<file path="src/common/sff_pkg.sv">
// Constants and types of the serial flash front end
//--------------------------------------------------------------
//--------------------------------------------------------------
package sff_pkg;

  //------------------------------------------------------------
  // Timing
  //------------------------------------------------------------
  localparam int unsigned CLK_MHZ = 40;
  localparam int unsigned T_PROG_US = 700;
  localparam int unsigned T_ERASE4_US = 70_000;
  localparam int unsigned T_ERASE32_US = 300_000;
  localparam int unsigned T_ERASE64_US = 600_000;
  localparam int unsigned T_CHIP_US = 1_000_000;
  localparam int unsigned CYC_PROG = T_PROG_US * CLK_MHZ;
  localparam int unsigned CYC_ERASE4 = T_ERASE4_US * CLK_MHZ;
  localparam int unsigned CYC_ERASE32 = T_ERASE32_US * CLK_MHZ;
  localparam int unsigned CYC_ERASE64 = T_ERASE64_US * CLK_MHZ;
  localparam int unsigned CYC_CHIP = T_CHIP_US * CLK_MHZ;

  //------------------------------------------------------------
  // Framing and address fields
  //------------------------------------------------------------
  localparam logic [5:0] OPC_LAST = 6'h07;
  localparam logic [5:0] ADDR_LAST = 6'h17;
  localparam logic [5:0] DUMMY_LAST = 6'h07;
  localparam logic [3:0] BYTE_BITS = 4'h8;
  localparam logic [3:0] LANES_1 = 4'h1;
  localparam logic [3:0] LANES_2 = 4'h2;
  localparam logic [3:0] LANES_4 = 4'h4;
  localparam int BLK_LSB = 16;
  localparam int BLK_MSB = 20;
  localparam int SEC_LSB = 12;
  localparam int SEC_MSB = 13;
  localparam int PAGE_MSB = 7;

  //------------------------------------------------------------
  // Opcodes
  //------------------------------------------------------------
  localparam logic [7:0] OPC_READ = 8'h03;
  localparam logic [7:0] OPC_FREAD = 8'h0b;
  localparam logic [7:0] OPC_DREAD = 8'h3b;
  localparam logic [7:0] OPC_QREAD = 8'h6b;
  localparam logic [7:0] OPC_PROG = 8'h02;
  localparam logic [7:0] OPC_QPROG = 8'h32;
  localparam logic [7:0] OPC_ERASE4 = 8'h20;
  localparam logic [7:0] OPC_ERASE32 = 8'h52;
  localparam logic [7:0] OPC_ERASE64 = 8'hd8;
  localparam logic [7:0] OPC_CHIP = 8'h60;
  localparam logic [7:0] OPC_ID = 8'h9f;
  localparam logic [7:0] OPC_SREAD = 8'h48;
  localparam logic [7:0] OPC_SPROG = 8'h42;
  localparam logic [7:0] OPC_SLOCK = 8'h4a;

  //------------------------------------------------------------
  // Types
  //------------------------------------------------------------
  typedef enum logic [2:0] {
    ST_IDLE = 3'b000, ST_CMD = 3'b001, ST_ADDR = 3'b010,
    ST_DUMMY = 3'b011, ST_DIN = 3'b100, ST_DOUT = 3'b101,
    ST_SKIP = 3'b110
  } sff_state_t;

  typedef enum logic [3:0] {
    C_NONE = 4'h0, C_READ = 4'h1, C_FREAD = 4'h2, C_DREAD = 4'h3,
    C_QREAD = 4'h4, C_PROG = 4'h5, C_QPROG = 4'h6, C_ERASE4 = 4'h7,
    C_ERASE32 = 4'h8, C_ERASE64 = 4'h9, C_CHIP = 4'ha, C_ID = 4'hb,
    C_SREAD = 4'hc, C_SPROG = 4'hd, C_SLOCK = 4'he
  } sff_cls_t;

  typedef struct packed {
    sff_cls_t op;
    logic [23:0] addr;
    logic [7:0] data;
  } sff_mreq_t;

  typedef struct packed {
    logic cs_n;
    logic sck;
    logic [3:0] io;
  } sff_pins_t;

  // Opcode to command class
  function automatic sff_cls_t classify(input logic [7:0] opc);
    case (opc)
      OPC_READ: classify = C_READ;
      OPC_FREAD: classify = C_FREAD;
      OPC_DREAD: classify = C_DREAD;
      OPC_QREAD: classify = C_QREAD;
      OPC_PROG: classify = C_PROG;
      OPC_QPROG: classify = C_QPROG;
      OPC_ERASE4: classify = C_ERASE4;
      OPC_ERASE32: classify = C_ERASE32;
      OPC_ERASE64: classify = C_ERASE64;
      OPC_CHIP: classify = C_CHIP;
      OPC_ID: classify = C_ID;
      OPC_SREAD: classify = C_SREAD;
      OPC_SPROG: classify = C_SPROG;
      OPC_SLOCK: classify = C_SLOCK;
      default: classify = C_NONE;
    endcase
  endfunction

endpackage

</file>
<file path="src/hdl/sff_sync.sv">
// Two-stage synchroniser for pin inputs
`timescale 1ns/100ps
`default_nettype none
module sff_sync #(
  parameter int W = 1
)(
  // Clock and reset
  input wire logic sys_clk_i,
  input wire logic reset_n_i,
  // Data
  input wire logic [W-1:0] d_i,
  output logic [W-1:0] q_o
);
  logic [W-1:0] meta;

  always_ff @(posedge sys_clk_i or negedge reset_n_i) begin
    if (!reset_n_i) begin
      meta <= '1;
      q_o <= '1;
    end else begin
      meta <= d_i;
      q_o <= meta;
    end
  end
endmodule
`default_nettype wire

</file>
<file path="src/hdl/sff_busy_timer.sv">
// Self-timed program and erase busy counter
`timescale 1ns/100ps
`default_nettype none
module sff_busy_timer (
  // Clock and reset
  input wire logic sys_clk_i,
  input wire logic reset_n_i,
  // Control
  input wire logic start_i,
  input wire logic [31:0] load_i,
  // Status
  output logic busy_o
);
  logic [31:0] count;

  always_ff @(posedge sys_clk_i or negedge reset_n_i) begin
    if (!reset_n_i) begin
      count <= '0;
    end else if (start_i && !busy_o) begin
      count <= load_i;
    end else if (busy_o) begin
      count <= count - 32'h1;
    end
  end

  assign busy_o = (count != '0);
endmodule
`default_nettype wire

</file>
<file path="src/hdl/sff_front_end.sv">
// Serial flash SPI front end, device side
`timescale 1ns/100ps
`default_nettype none
module sff_front_end
  import sff_pkg::*;
#(
  parameter logic [7:0] MFR_ID = 8'h5a,    // Arbitrary value
  parameter logic [15:0] DEV_ID = 16'ha5c3, // Arbitrary value
  parameter int unsigned PROG_CYC = CYC_PROG,
  parameter int unsigned ERASE4_CYC = CYC_ERASE4,
  parameter int unsigned ERASE32_CYC = CYC_ERASE32,
  parameter int unsigned ERASE64_CYC = CYC_ERASE64,
  parameter int unsigned CHIP_CYC = CYC_CHIP
)(
  // Clock and reset
  input wire logic sys_clk_i,
  input wire logic reset_n_i,
  // Serial pins
  input wire logic cs_n_i,
  input wire logic sck_i,
  input wire logic [3:0] io_i,
  output logic [3:0] io_o,
  output logic [3:0] io_oe_o,
  // Block protection map
  input wire logic [31:0] prot_blocks_i,
  // Array side
  output sff_mreq_t mreq_o,
  output logic mreq_valid_o,
  input wire logic [7:0] mrdata_i,
  // Status
  output logic busy_o,
  output logic standby_o,
  output logic [2:0] sec_lock_o
);

  //------------------------------------------------------------
  // Functions
  //------------------------------------------------------------
  function automatic logic [3:0] place(input logic [7:0] b,
                                       input logic [3:0] n);
    case (n)
      LANES_4: place = b[7:4];
      LANES_2: place = {2'b00, b[7:6]};
      default: place = {2'b00, b[7], 1'b0};
    endcase
  endfunction

  function automatic logic [3:0] lane_mask(input logic [3:0] n);
    case (n)
      LANES_4: lane_mask = 4'hf;
      LANES_2: lane_mask = 4'h3;
      default: lane_mask = 4'h2;
    endcase
  endfunction

  function automatic logic [31:0] cycles_of(input sff_cls_t c);
    case (c)
      C_ERASE4: cycles_of = ERASE4_CYC;
      C_ERASE32: cycles_of = ERASE32_CYC;
      C_ERASE64: cycles_of = ERASE64_CYC;
      C_CHIP: cycles_of = CHIP_CYC;
      default: cycles_of = PROG_CYC;
    endcase
  endfunction

  //------------------------------------------------------------
  // Declarations
  //------------------------------------------------------------
  sff_pins_t pins;
  sff_state_t state;
  sff_cls_t cls;
  logic cs_d, sck_d, hold_q, selected;
  logic cs_fall, cs_rise, sck_rise, sck_fall, quad_phase;
  logic [5:0] cnt;
  logic [7:0] sh_in, next_in, sh_out, nbyte;
  logic [23:0] addr, addr_nx;
  logic [3:0] lanes, obits, out_q, sec_lock;
  logic wp_cap, refused, got_data, cmd_done, lock_now;
  logic primed, drv, fetch, rd_pend, commit, start, byte_done;

  //------------------------------------------------------------
  // Pin sampling and edges
  //------------------------------------------------------------
  sff_sync #(
    .W(6)
  ) u_sync (
    .sys_clk_i(sys_clk_i),
    .reset_n_i(reset_n_i),
    .d_i({cs_n_i, sck_i, io_i}),
    .q_o(pins)
  );

  always_ff @(posedge sys_clk_i or negedge reset_n_i) begin
    if (!reset_n_i) begin
      cs_d <= 1'b1;
      sck_d <= 1'b1;
    end else begin
      cs_d <= pins.cs_n;
      sck_d <= pins.sck;
    end
  end

  assign selected = !pins.cs_n;
  assign cs_fall = cs_d && !pins.cs_n;
  assign cs_rise = !cs_d && pins.cs_n;
  assign quad_phase = (lanes == LANES_4) &&
                      (state == ST_DIN || state == ST_DOUT ||
                       state == ST_DUMMY);
  assign sck_rise = selected && !hold_q && !sck_d && pins.sck;
  assign sck_fall = selected && !hold_q && sck_d && !pins.sck;

  //------------------------------------------------------------
  // Pause
  //------------------------------------------------------------
  always_ff @(posedge sys_clk_i or negedge reset_n_i) begin
    if (!reset_n_i) begin
      hold_q <= 1'b0;
    end else if (!selected || pins.io[3] || quad_phase) begin
      hold_q <= 1'b0;
    end else if (!pins.sck) begin
      hold_q <= 1'b1;
    end
  end

  //------------------------------------------------------------
  // Input shifting and protection check
  //------------------------------------------------------------
  always_comb begin
    addr_nx = {addr[22:0], pins.io[0]};
    case (lanes)
      LANES_4: next_in = {sh_in[3:0], pins.io};
      default: next_in = {sh_in[6:0], pins.io[0]};
    endcase
    byte_done = (cnt[3:0] + lanes) == BYTE_BITS;
    case (cls)
      C_SPROG: lock_now = sec_lock[addr_nx[SEC_MSB:SEC_LSB]];
      C_SLOCK: lock_now = (addr_nx[SEC_MSB:SEC_LSB] == 2'b00);
      C_PROG, C_QPROG, C_ERASE4, C_ERASE32, C_ERASE64:
        lock_now = !wp_cap &&
                   prot_blocks_i[addr_nx[BLK_MSB:BLK_LSB]];
      default: lock_now = 1'b0;
    endcase
  end

  //------------------------------------------------------------
  // Command sequencer
  //------------------------------------------------------------
  always_ff @(posedge sys_clk_i or negedge reset_n_i) begin
    if (!reset_n_i) begin
      state <= ST_IDLE;
      cls <= C_NONE;
      cnt <= '0;
      sh_in <= '0;
      addr <= '0;
      lanes <= LANES_1;
      wp_cap <= 1'b1;
      refused <= 1'b0;
      got_data <= 1'b0;
      cmd_done <= 1'b0;
    end else if (!selected) begin
      state <= ST_IDLE;
    end else if (cs_fall) begin
      state <= ST_CMD;
      cls <= C_NONE;
      cnt <= '0;
      addr <= '0;
      lanes <= LANES_1;
      wp_cap <= pins.io[2];
      refused <= 1'b0;
      got_data <= 1'b0;
      cmd_done <= 1'b0;
    end else if (sck_rise) begin
      cnt <= cnt + 6'h1;
      case (state)
        ST_CMD: begin
          sh_in <= next_in;
          if (cnt == OPC_LAST) begin
            cnt <= '0;
            cls <= classify(next_in);
            case (classify(next_in))
              C_NONE: state <= ST_SKIP;
              C_ID: state <= ST_DOUT;
              C_CHIP: begin
                state <= ST_SKIP;
                cmd_done <= 1'b1;
                refused <= busy_o ||
                           (!wp_cap && (|prot_blocks_i));
              end
              default: state <= ST_ADDR;
            endcase
          end
        end
        ST_ADDR: begin
          addr <= addr_nx;
          if (cnt == ADDR_LAST) begin
            cnt <= '0;
            refused <= busy_o || lock_now;
            case (cls)
              C_READ: state <= ST_DOUT;
              C_FREAD, C_SREAD: state <= ST_DUMMY;
              C_DREAD: begin
                state <= ST_DUMMY;
                lanes <= LANES_2;
              end
              C_QREAD: begin
                state <= ST_DUMMY;
                lanes <= LANES_4;
              end
              C_PROG, C_SPROG: state <= ST_DIN;
              C_QPROG: begin
                state <= ST_DIN;
                lanes <= LANES_4;
              end
              default: begin
                state <= ST_SKIP;
                cmd_done <= 1'b1;
              end
            endcase
          end
        end
        ST_DUMMY: begin
          if (cnt == DUMMY_LAST) begin
            cnt <= '0;
            state <= ST_DOUT;
          end
        end
        ST_DIN: begin
          sh_in <= next_in;
          cnt <= {2'b00, cnt[3:0] + lanes};
          if (byte_done) begin
            cnt <= '0;
            got_data <= 1'b1;
            cmd_done <= 1'b1;
            addr[PAGE_MSB:0] <= addr[PAGE_MSB:0] + 8'h1;
          end
        end
        default: cnt <= '0;
      endcase
    end else if (fetch) begin
      addr <= addr + 24'h1;
    end
  end

  //------------------------------------------------------------
  // Output shifting
  //------------------------------------------------------------
  always_ff @(posedge sys_clk_i or negedge reset_n_i) begin
    if (!reset_n_i) begin
      primed <= 1'b0;
      drv <= 1'b0;
      fetch <= 1'b0;
      obits <= '0;
      sh_out <= '0;
      out_q <= '0;
    end else if (state != ST_DOUT) begin
      primed <= 1'b0;
      drv <= 1'b0;
      fetch <= 1'b0;
      obits <= '0;
    end else begin
      fetch <= 1'b0;
      if (!primed) begin
        primed <= 1'b1;
        fetch <= 1'b1;
      end else if (sck_fall) begin
        drv <= 1'b1;
        if (obits == '0) begin
          out_q <= place(nbyte, lanes);
          sh_out <= nbyte << lanes;
          obits <= BYTE_BITS - lanes;
          fetch <= 1'b1;
        end else begin
          out_q <= place(sh_out, lanes);
          sh_out <= sh_out << lanes;
          obits <= obits - lanes;
        end
      end
    end
  end

  always_ff @(posedge sys_clk_i or negedge reset_n_i) begin
    if (!reset_n_i) begin
      nbyte <= '0;
      rd_pend <= 1'b0;
    end else begin
      rd_pend <= fetch && (cls != C_ID);
      if (fetch && cls == C_ID) begin
        case (addr[1:0])
          2'h0: nbyte <= MFR_ID;
          2'h1: nbyte <= DEV_ID[15:8];
          2'h2: nbyte <= DEV_ID[7:0];
          default: nbyte <= '0;
        endcase
      end else if (rd_pend) begin
        nbyte <= mrdata_i;
      end
    end
  end

  assign io_o = out_q;
  assign io_oe_o = (state == ST_DOUT && drv && !hold_q) ?
                   lane_mask(lanes) : 4'h0;

  //------------------------------------------------------------
  // Array requests
  //------------------------------------------------------------
  assign commit = cs_rise && cmd_done && !refused;
  assign start = commit && (cls != C_SLOCK);

  always_ff @(posedge sys_clk_i or negedge reset_n_i) begin
    if (!reset_n_i) begin
      mreq_o <= '0;
      mreq_valid_o <= 1'b0;
    end else begin
      mreq_valid_o <= 1'b0;
      if (start && (cls == C_ERASE4 || cls == C_ERASE32 ||
                    cls == C_ERASE64 || cls == C_CHIP)) begin
        mreq_o <= '{op: cls, addr: addr, data: 8'h00};
        mreq_valid_o <= 1'b1;
      end else if (sck_rise && state == ST_DIN && byte_done &&
                   !refused) begin
        mreq_o <= '{op: cls, addr: addr, data: next_in};
        mreq_valid_o <= 1'b1;
      end else if (fetch && cls != C_ID) begin
        mreq_o <= '{op: cls, addr: addr, data: 8'h00};
        mreq_valid_o <= 1'b1;
      end
    end
  end

  //------------------------------------------------------------
  // Security locks and busy
  //------------------------------------------------------------
  always_ff @(posedge sys_clk_i or negedge reset_n_i) begin
    if (!reset_n_i) begin
      sec_lock <= 4'h1;
    end else if (commit && cls == C_SLOCK) begin
      sec_lock[addr[SEC_MSB:SEC_LSB]] <= 1'b1;
    end
  end

  sff_busy_timer u_timer (
    .sys_clk_i(sys_clk_i),
    .reset_n_i(reset_n_i),
    .start_i(start),
    .load_i(cycles_of(cls)),
    .busy_o(busy_o)
  );

  assign sec_lock_o = sec_lock[3:1];
  assign standby_o = pins.cs_n && !busy_o;

endmodule
`default_nettype wire

</file>
<file path="config.mk">
export PLATFORM = sky130hd
export DESIGN_NAME = sff_front_end
export DESIGN_NICKNAME = d
export VERILOG_FILES = /design/src/common/sff_pkg.sv /design/src/hdl/sff_sync.sv /design/src/hdl/sff_busy_timer.sv /design/src/hdl/sff_front_end.sv
export SDC_FILE = /design/constraint.sdc
export NUM_CORES = 1
export LEC_CHECK = 0
export ABC_AREA = 1
export CAP_MARGIN = 40
export CORE_UTILIZATION = 35
export DETAILED_ROUTE_END_ITERATION = 10
export DONT_BUFFER_PORTS = 1
export GPL_TIMING_DRIVEN = 0
export PLACE_DENSITY_LB_ADDON = 0.08
export SYNTH_ARGS = -nofsm -noshare
export SYNTH_HDL_FRONTEND = slang
export SYNTH_HIERARCHICAL = 1
export SYNTH_SLANG_ARGS = --single-unit
</file>
<file path="constraint.sdc">
create_clock -name sys_clk_i -period 3 [get_ports sys_clk_i]
set_input_delay 0.3 -clock sys_clk_i [delete_from_list [all_inputs] [get_ports sys_clk_i]]
set_output_delay 0.3 -clock sys_clk_i [all_outputs]
set_load 0.005 [all_outputs]
</file>
==> After elaboration in Yosys (flattened, before gate mapping) <==
Cells that the tools add are included.
Widths: inputs -> output; s select.
{ "op_classes": {"order_cmp": 4, "n_shift": 2, "muxes": 87, "reduce_logical": 84, "addsub": 7, "n_eq_ne": 57, "bitwise": 4} }
{ "op_table": {"columns": ["cell", "count"], "rows": [
  ["$mux 36", 3],
  ["$pmux 26 s4", 1],
  ["$mux 24", 3],
  ["$mux 4", 17],
  ["$mux 32", 2],
  ["$pmux 4 s14", 1],
  ["$eq 8x7->1 const B", 6],
  ["$eq 4x4->1 const B", 10],
  ["$mux 8", 5],
  ["$pmux 4 s2", 4],
  ["$reduce_bool 32->1", 1],
  ["$reduce_or 32->1", 1],
  ["$sub 32x1->32 const B", 1],
  ["$mux 1", 28],
  ["$logic_and 1x1->1", 25],
  ["$add 24x1->24 const B", 1],
  ["$eq 8x6->1 const B", 3],
  ["$mux 6", 4],
  ["$pmux 8 s3", 1],
  ["$eq 4x3->1 const B", 5],
  ["$mux 3", 6],
  ["$pmux 3 s3", 2],
  ["$pmux 6 s3", 1],
  ["$reduce_bool 2->1", 9],
  ["other kinds (55)", 105]
]} }
{ "word_totals": {"reg_bits": 167, "input_bits": 48, "output_inout_bits": 50} }

==> Longest topological paths before layout <==
{ "depth": {"word_depth": 17, "depth_mapped": 16, "mapped_depth_nobuf": 15} }

==> Cells and area by module <==
The synthesis kept the hierarchy.
{ "modules_own_cells": {"columns": ["mod", "cells_each", "area_each_um2", "n_inst"], "rows": [
  ["sff_front_end", 1041, 7752.4, 1],
  ["sff_busy_timer", 330, 2302.2, 1],
  ["sff_sync", 12, 315.3, 1]
]} }

==> Worst setup path after synthesis <==
OpenSTA, ideal clock, no wires.
{ "synth_path": {"path_type": "reg-to-reg", "startpoint": "reg lanes[1]", "endpoint": "reg mreq_o[14] (netlist name)", "setup_ns": 0.125, "stages_incl_launch_ff": 8, "slack_ns": 0.649, "synth_period_minus_slack_ns": 2.351, "t_arrival_ns": 2.226, "cell_sequence": "dfrtp_1 clkinv_1 fa_1 xor2_1 and3_1 nand3_4 nand2_4 mux2_4"} }
{ "synth_between": {"elab_chain_len": 6} }
{ "synth_lines": {"columns": ["element", "line", "source"], "rows": [
  ["from (decl)", "sff_front_end.sv:77", "logic [3:0] lanes, obits, out_q, sec_lock;"],
  ["from (signal assigned)", "sff_front_end.sv:155", "lanes <= LANES_1;"],
  ["from (signal assigned)", "sff_front_end.sv:167", "lanes <= LANES_1;"],
  ["from (signal assigned)", "sff_front_end.sv:203", "lanes <= LANES_2;"],
  ["$add 4x4->4 (*)", "sff_front_end.sv:134", "byte_done = (cnt[3:0] + lanes) == BYTE_BITS;"],
  ["$eq 4x4->1 (*)", "sff_front_end.sv:134", null],
  ["$logic_and 1x1->1 (*) (2 in a row)", "sff_front_end.sv:320", "end else if (sck_rise && state == ST_DIN && byte_done &&"],
  ["$mux 36", "sff_front_end.sv:320", null],
  ["$mux 36", "sff_front_end.sv:316", "if (start && (cls == C_ERASE4 || cls == C_ERASE32 ||"],
  ["to (signal assigned)", "sff_front_end.sv:318", "mreq_o <= '{op: cls, addr: addr, data: 8'h00};"],
  ["to (signal assigned)", "sff_front_end.sv:322", "mreq_o <= '{op: cls, addr: addr, data: next_in};"],
  ["to (signal assigned)", "sff_front_end.sv:325", "mreq_o <= '{op: cls, addr: addr, data: 8'h00};"],
  ["to (decl)", "sff_front_end.sv:27", "output sff_mreq_t mreq_o,"]
]} }
Mark *: on every way between the ends. The rest lies on a longest branch, timed or not.
A chain may end at the register's enable or synchronous reset.

==> Worst setup path in the final report <==
{ "layout_path": {"startpoint": "reg u_sync.q_o[5]", "endpoint": "reg u_timer.count[17]"} }
{ "layout_between": {"elab_chain_len": 6} }
{ "layout_lines": {"columns": ["element", "line", "source"], "rows": [
  ["from (decl)", "sff_sync.sv:12", "output logic [W-1:0] q_o"],
  ["from (signal assigned)", "sff_sync.sv:22", "q_o <= meta;"],
  ["$logic_and 1x1->1 (*)", "sff_front_end.sv:105", "assign cs_rise = !cs_d && pins.cs_n;"],
  ["$logic_and 1x1->1 (*) (2 in a row)", "sff_front_end.sv:307", "assign commit = cs_rise && cmd_done && !refused;"],
  ["$logic_and 1x1->1 (*)", "sff_front_end.sv:308", "assign start = commit && (cls != C_SLOCK);"],
  ["net start", "sff_front_end.sv:79", "logic primed, drv, fetch, rd_pend, commit, start, byte_done;"],
  ["$logic_and 1x1->1 (*)", "sff_busy_timer.sv:19", "end else if (start_i && !busy_o) begin"],
  ["$mux 32 or $reduce_bool 2->1 (tied branches)", null, null],
  ["to (signal assigned)", "sff_busy_timer.sv:20", "count <= load_i;"],
  ["to (signal assigned)", "sff_busy_timer.sv:22", "count <= count - 32'h1;"],
  ["to (decl)", "sff_busy_timer.sv:14", "logic [31:0] count;"]
]} }
Mark *: on every way through the listed nets, which the timed path passes. The rest lies on a longest branch.

==> run metrics <==
count leader, synth nand2_1; gpl congestion 0.856; R2R cell count 8; num ports 98; crit share post-route 0.941; clk_lat worst skew 0.44 ns; status complete, but fails checks; Reg2Reg Setup Slack 0.18 ns; largest stage delay on the critical path 0.58 ns; Unique masters post-synth 62; # DRC 0; Post-Route WL 30100 um; Max Clock Skew 0.0167 ns; drt initial violations 569; WL per Instance 16.6 um; TritonRoute pass-1 iters 5; synth cell count leaders 330 x nand2_1, 171 x nor2_1, 149 x dfrtp_1, 136 x inv_1, 98 x nand3_1; critical path data required time 3.35 ns; critical-path maximum fanout 10; layout cells sized above 1 0.144; mapped cell area 10400 um^2; worst path bufs/invs 4; slew margin rel. 0.529; most frequent CP cell clkbuf_1; maximum VDD drop 0.376 mV; worst path cell trace inv_2 -> nor4_2 -> inv_1 -> nor2_2 -> clkbuf_1 -> clkbuf_1 -> nand3_1 -> a21oi_1; max_cap viols 0; failing checks hold timing; leakage 5.39 nW; Hold Slack -0.443 ns; reg-to-reg startpoint u_sync/q_o[5]$_DFF_PN1_; root buffer cell clkbuf_16; Cell Area, Placed 10900 um^2; nets 1480; Antenna Cells 0; area share of the largest cell type after synthesis 0.360; Via-to-Cell Ratio 5.08; CP Launch Point u_sync/q_o[5]$_DFF_PN1_; Mean Syn Cell Area 7.50 um^2; post-route ant nets 0; port bufs 0; Final Max Tran Viols 0; Post-synth EDFFs 0; die width 174 um; Post-CTS Hold Fix Bufs 6; H-tree Lvls 4; vias 9215; CP startpoint kind flip-flop; final core utilization 0.399; first-pass GRT wire length 48600 um; # fillers 3109; Syn-to-layout area delta 11.4%; GRT Residual Overflow 0; Seq/Total Area, Yosys 0.403; initial antenna violation count 0; CP max stage cell dfstp_2; Hold Crit Class in2async; setup TNS 0 ns; TritonCTS clock tree done; Main synth FF type dfrtp_1; die area 30300 um^2; Period minus WS final 2.82 ns; Rows 62; overall routing resource usage 0.204; final setup fails 0; largest net degree at the start of global routing 167; Post-DP HPWL 22300 um; fmax 354 MHz; crit path DAT 3.18 ns; Initial Util 0.358; CTS clk-pin slew, worst paths 0.07 ns; unrepaired setup endpoints after global routing no; core area 28900 um^2; Crit. End Element flip-flop; pwr dens 624 nW/um^2; Yosys top cell by area dfrtp_1; synth warn 6; CTS sink cnt 166; vias in the first global route 8919; Synth Instances 1383; Die Y 174 um; Synth area leaders dfrtp_1 36%, nand2_1 12%, nor2_1 6.2%, inv_1 4.9%, nand3_1 4.7%; CTS buffer count 17; CP delay by family, top buffers and inverters; maximum buffer depth of the clock tree 2; Worst-Margin Slew 0.707 ns; Final Hold Viols 166; Critical R2R Capture u_timer/count[17]$_DFFE_PN0P_; Setup CP Type reg2reg; Final Instance Area 11500 um^2; ys async rst share 1.00; #FFs+latches synth 166
logic make-up (layout without fill, tap and decap cells):
group | after synthesis | in the layout | share of synthesized area
AOI/OAI and AO/OA | 237 | 237 | 0.142
xor gates and xnor gates | 33 | 33 | 0.0279
adders and majority gates | 14 | 14 | 0.0183
other | 1 | 11 | 0.000362
DFF | 166 | 166 | 0.403
and+or+nand+nor | 727 | 727 | 0.321
buffers and inverters | 202 | 240 | 0.0835
muxes | 3 | 3 | 0.00434
what timing repair did:
action | CTS | global route
buffers inserted | 0 | 0
endpoints found under the setup margin | 1 | 3
gates resized for setup | 1 | 1
endpoints found under the hold margin | 172 | 166
per-stage QoR:
| stage | instances | setup WS [ns] | total power, mW |
|---|---|---|---|
| 3_5_place_dp | 1777 | 0.0138 | 4.88 |
| 3_3_place_gp | 1777 | 0.00377 | 4.87 |
| 6_report | 1815 | 0.177 | 7.20 |
| 2_1_floorplan | 1393 | 0.649 | 4.38 |
| 4_1_cts | 1815 | 0.158 | 7.26 |
| 5_1_grt | 1815 | 0.0212 | 7.68 |
report_power, final:
| group | total, mW | internal [mW] | switching (mW) |
|---|---|---|---|
| combinational | 1.92 | 0.668 | 1.26 |
| clock | 2.34 | 1.27 | 1.06 |
| sequential | 2.94 | 2.57 | 0.372 |
layout make-up:
| type | count | area (um^2) | area share |
|---|---|---|---|
| multi-input cells | 1025 | 5370 | 0.465 |
| flip-flops and latches | 166 | 4180 | 0.362 |
| inverters | 160 | 602 | 0.0521 |
| well taps | 384 | 480 | 0.0416 |
| clock buffers | 18 | 439 | 0.0380 |
| plain buffers | 42 | 265 | 0.0230 |
| clock inverters | 14 | 160 | 0.0139 |
| repair buffers | 6 | 60.1 | 0.00520 |
worst max-delay path by stage:
stage / slack [ns] / to / cells past startpoint
6_report: 0.18 / u_timer/count[17]$_DFFE_PN0P_ / 8
3_3_place_gp: 0.004 / addr[7]$_DFFE_PN0P_ / 10
3_5_place_dp: 0.01 / addr[6]$_DFFE_PN0P_ / 10
4_1_cts: 0.16 / u_timer/count[17]$_DFFE_PN0P_ / 8
2_1_floorplan: 0.65 / mreq_o[14]$_DFFE_PN0P_ / 7
5_1_grt: 0.02 / u_timer/count[17]$_DFFE_PN0P_ / 8
cells in the final DEF, fill, tap and decap left out, drive strengths merged, types with 3 or more instances in the layout:
cell type	n
inv	164
nand2	345
clkinv	6
nand3	101
ha	12
a211oi	3
a21oi	79
mux2	3
a31oi	9
conb	11
buf	25
dlygate4sd3	6
xnor2	10
xor2	23
o22ai	14
o21bai	4
o2111ai	5
o211ai	9
nand4	18
o21ai	87
nor2	224
nor4	10
dfrtp	149
a2bb2oi	3
clkbuf	35
o31ai	4
a22oi	9
nor3	21
nand3b	5
dfstp	17
worst register-to-register path: stages, from the launching register on:
cell	delay, ns
dfstp_2	0.58
inv_2	0.10
nor4_2	0.47
inv_1	0.10
nor2_2	0.20
clkbuf_1	0.40
clkbuf_1	0.58
nand3_1	0.14
a21oi_1	0.17
per-layer routing:
| metal | share of wire | wire, um | global-route usage | vias to the layer above |
|---|---|---|---|---|
| li1 | - | - | - | 4582 |
| met1 | 0.50 | 14900 | 0.291 | 4436 |
| met2 | 0.46 | 13700 | 0.321 | 168 |
| met3 | 0.034 | 1020 | 0.0297 | 29 |
| met4 | 0.014 | 433 | 0.0556 | 0 |
| met5 | 0 | 0 | 0 | - |
sequential cells by signal, summed over array words and instances (netlist names), 3 cells and up:
signal and count:
mreq_o 36, u_timer/count 32, addr 24, nbyte 8
sh_out 8, sh_in 7, cnt 6, u_sync/meta 6
u_sync/q_o 6, cls 4, io_o 4, obits 4
sec_lock 4, lanes 3, state 3
(Power assumes the default switching activity.)
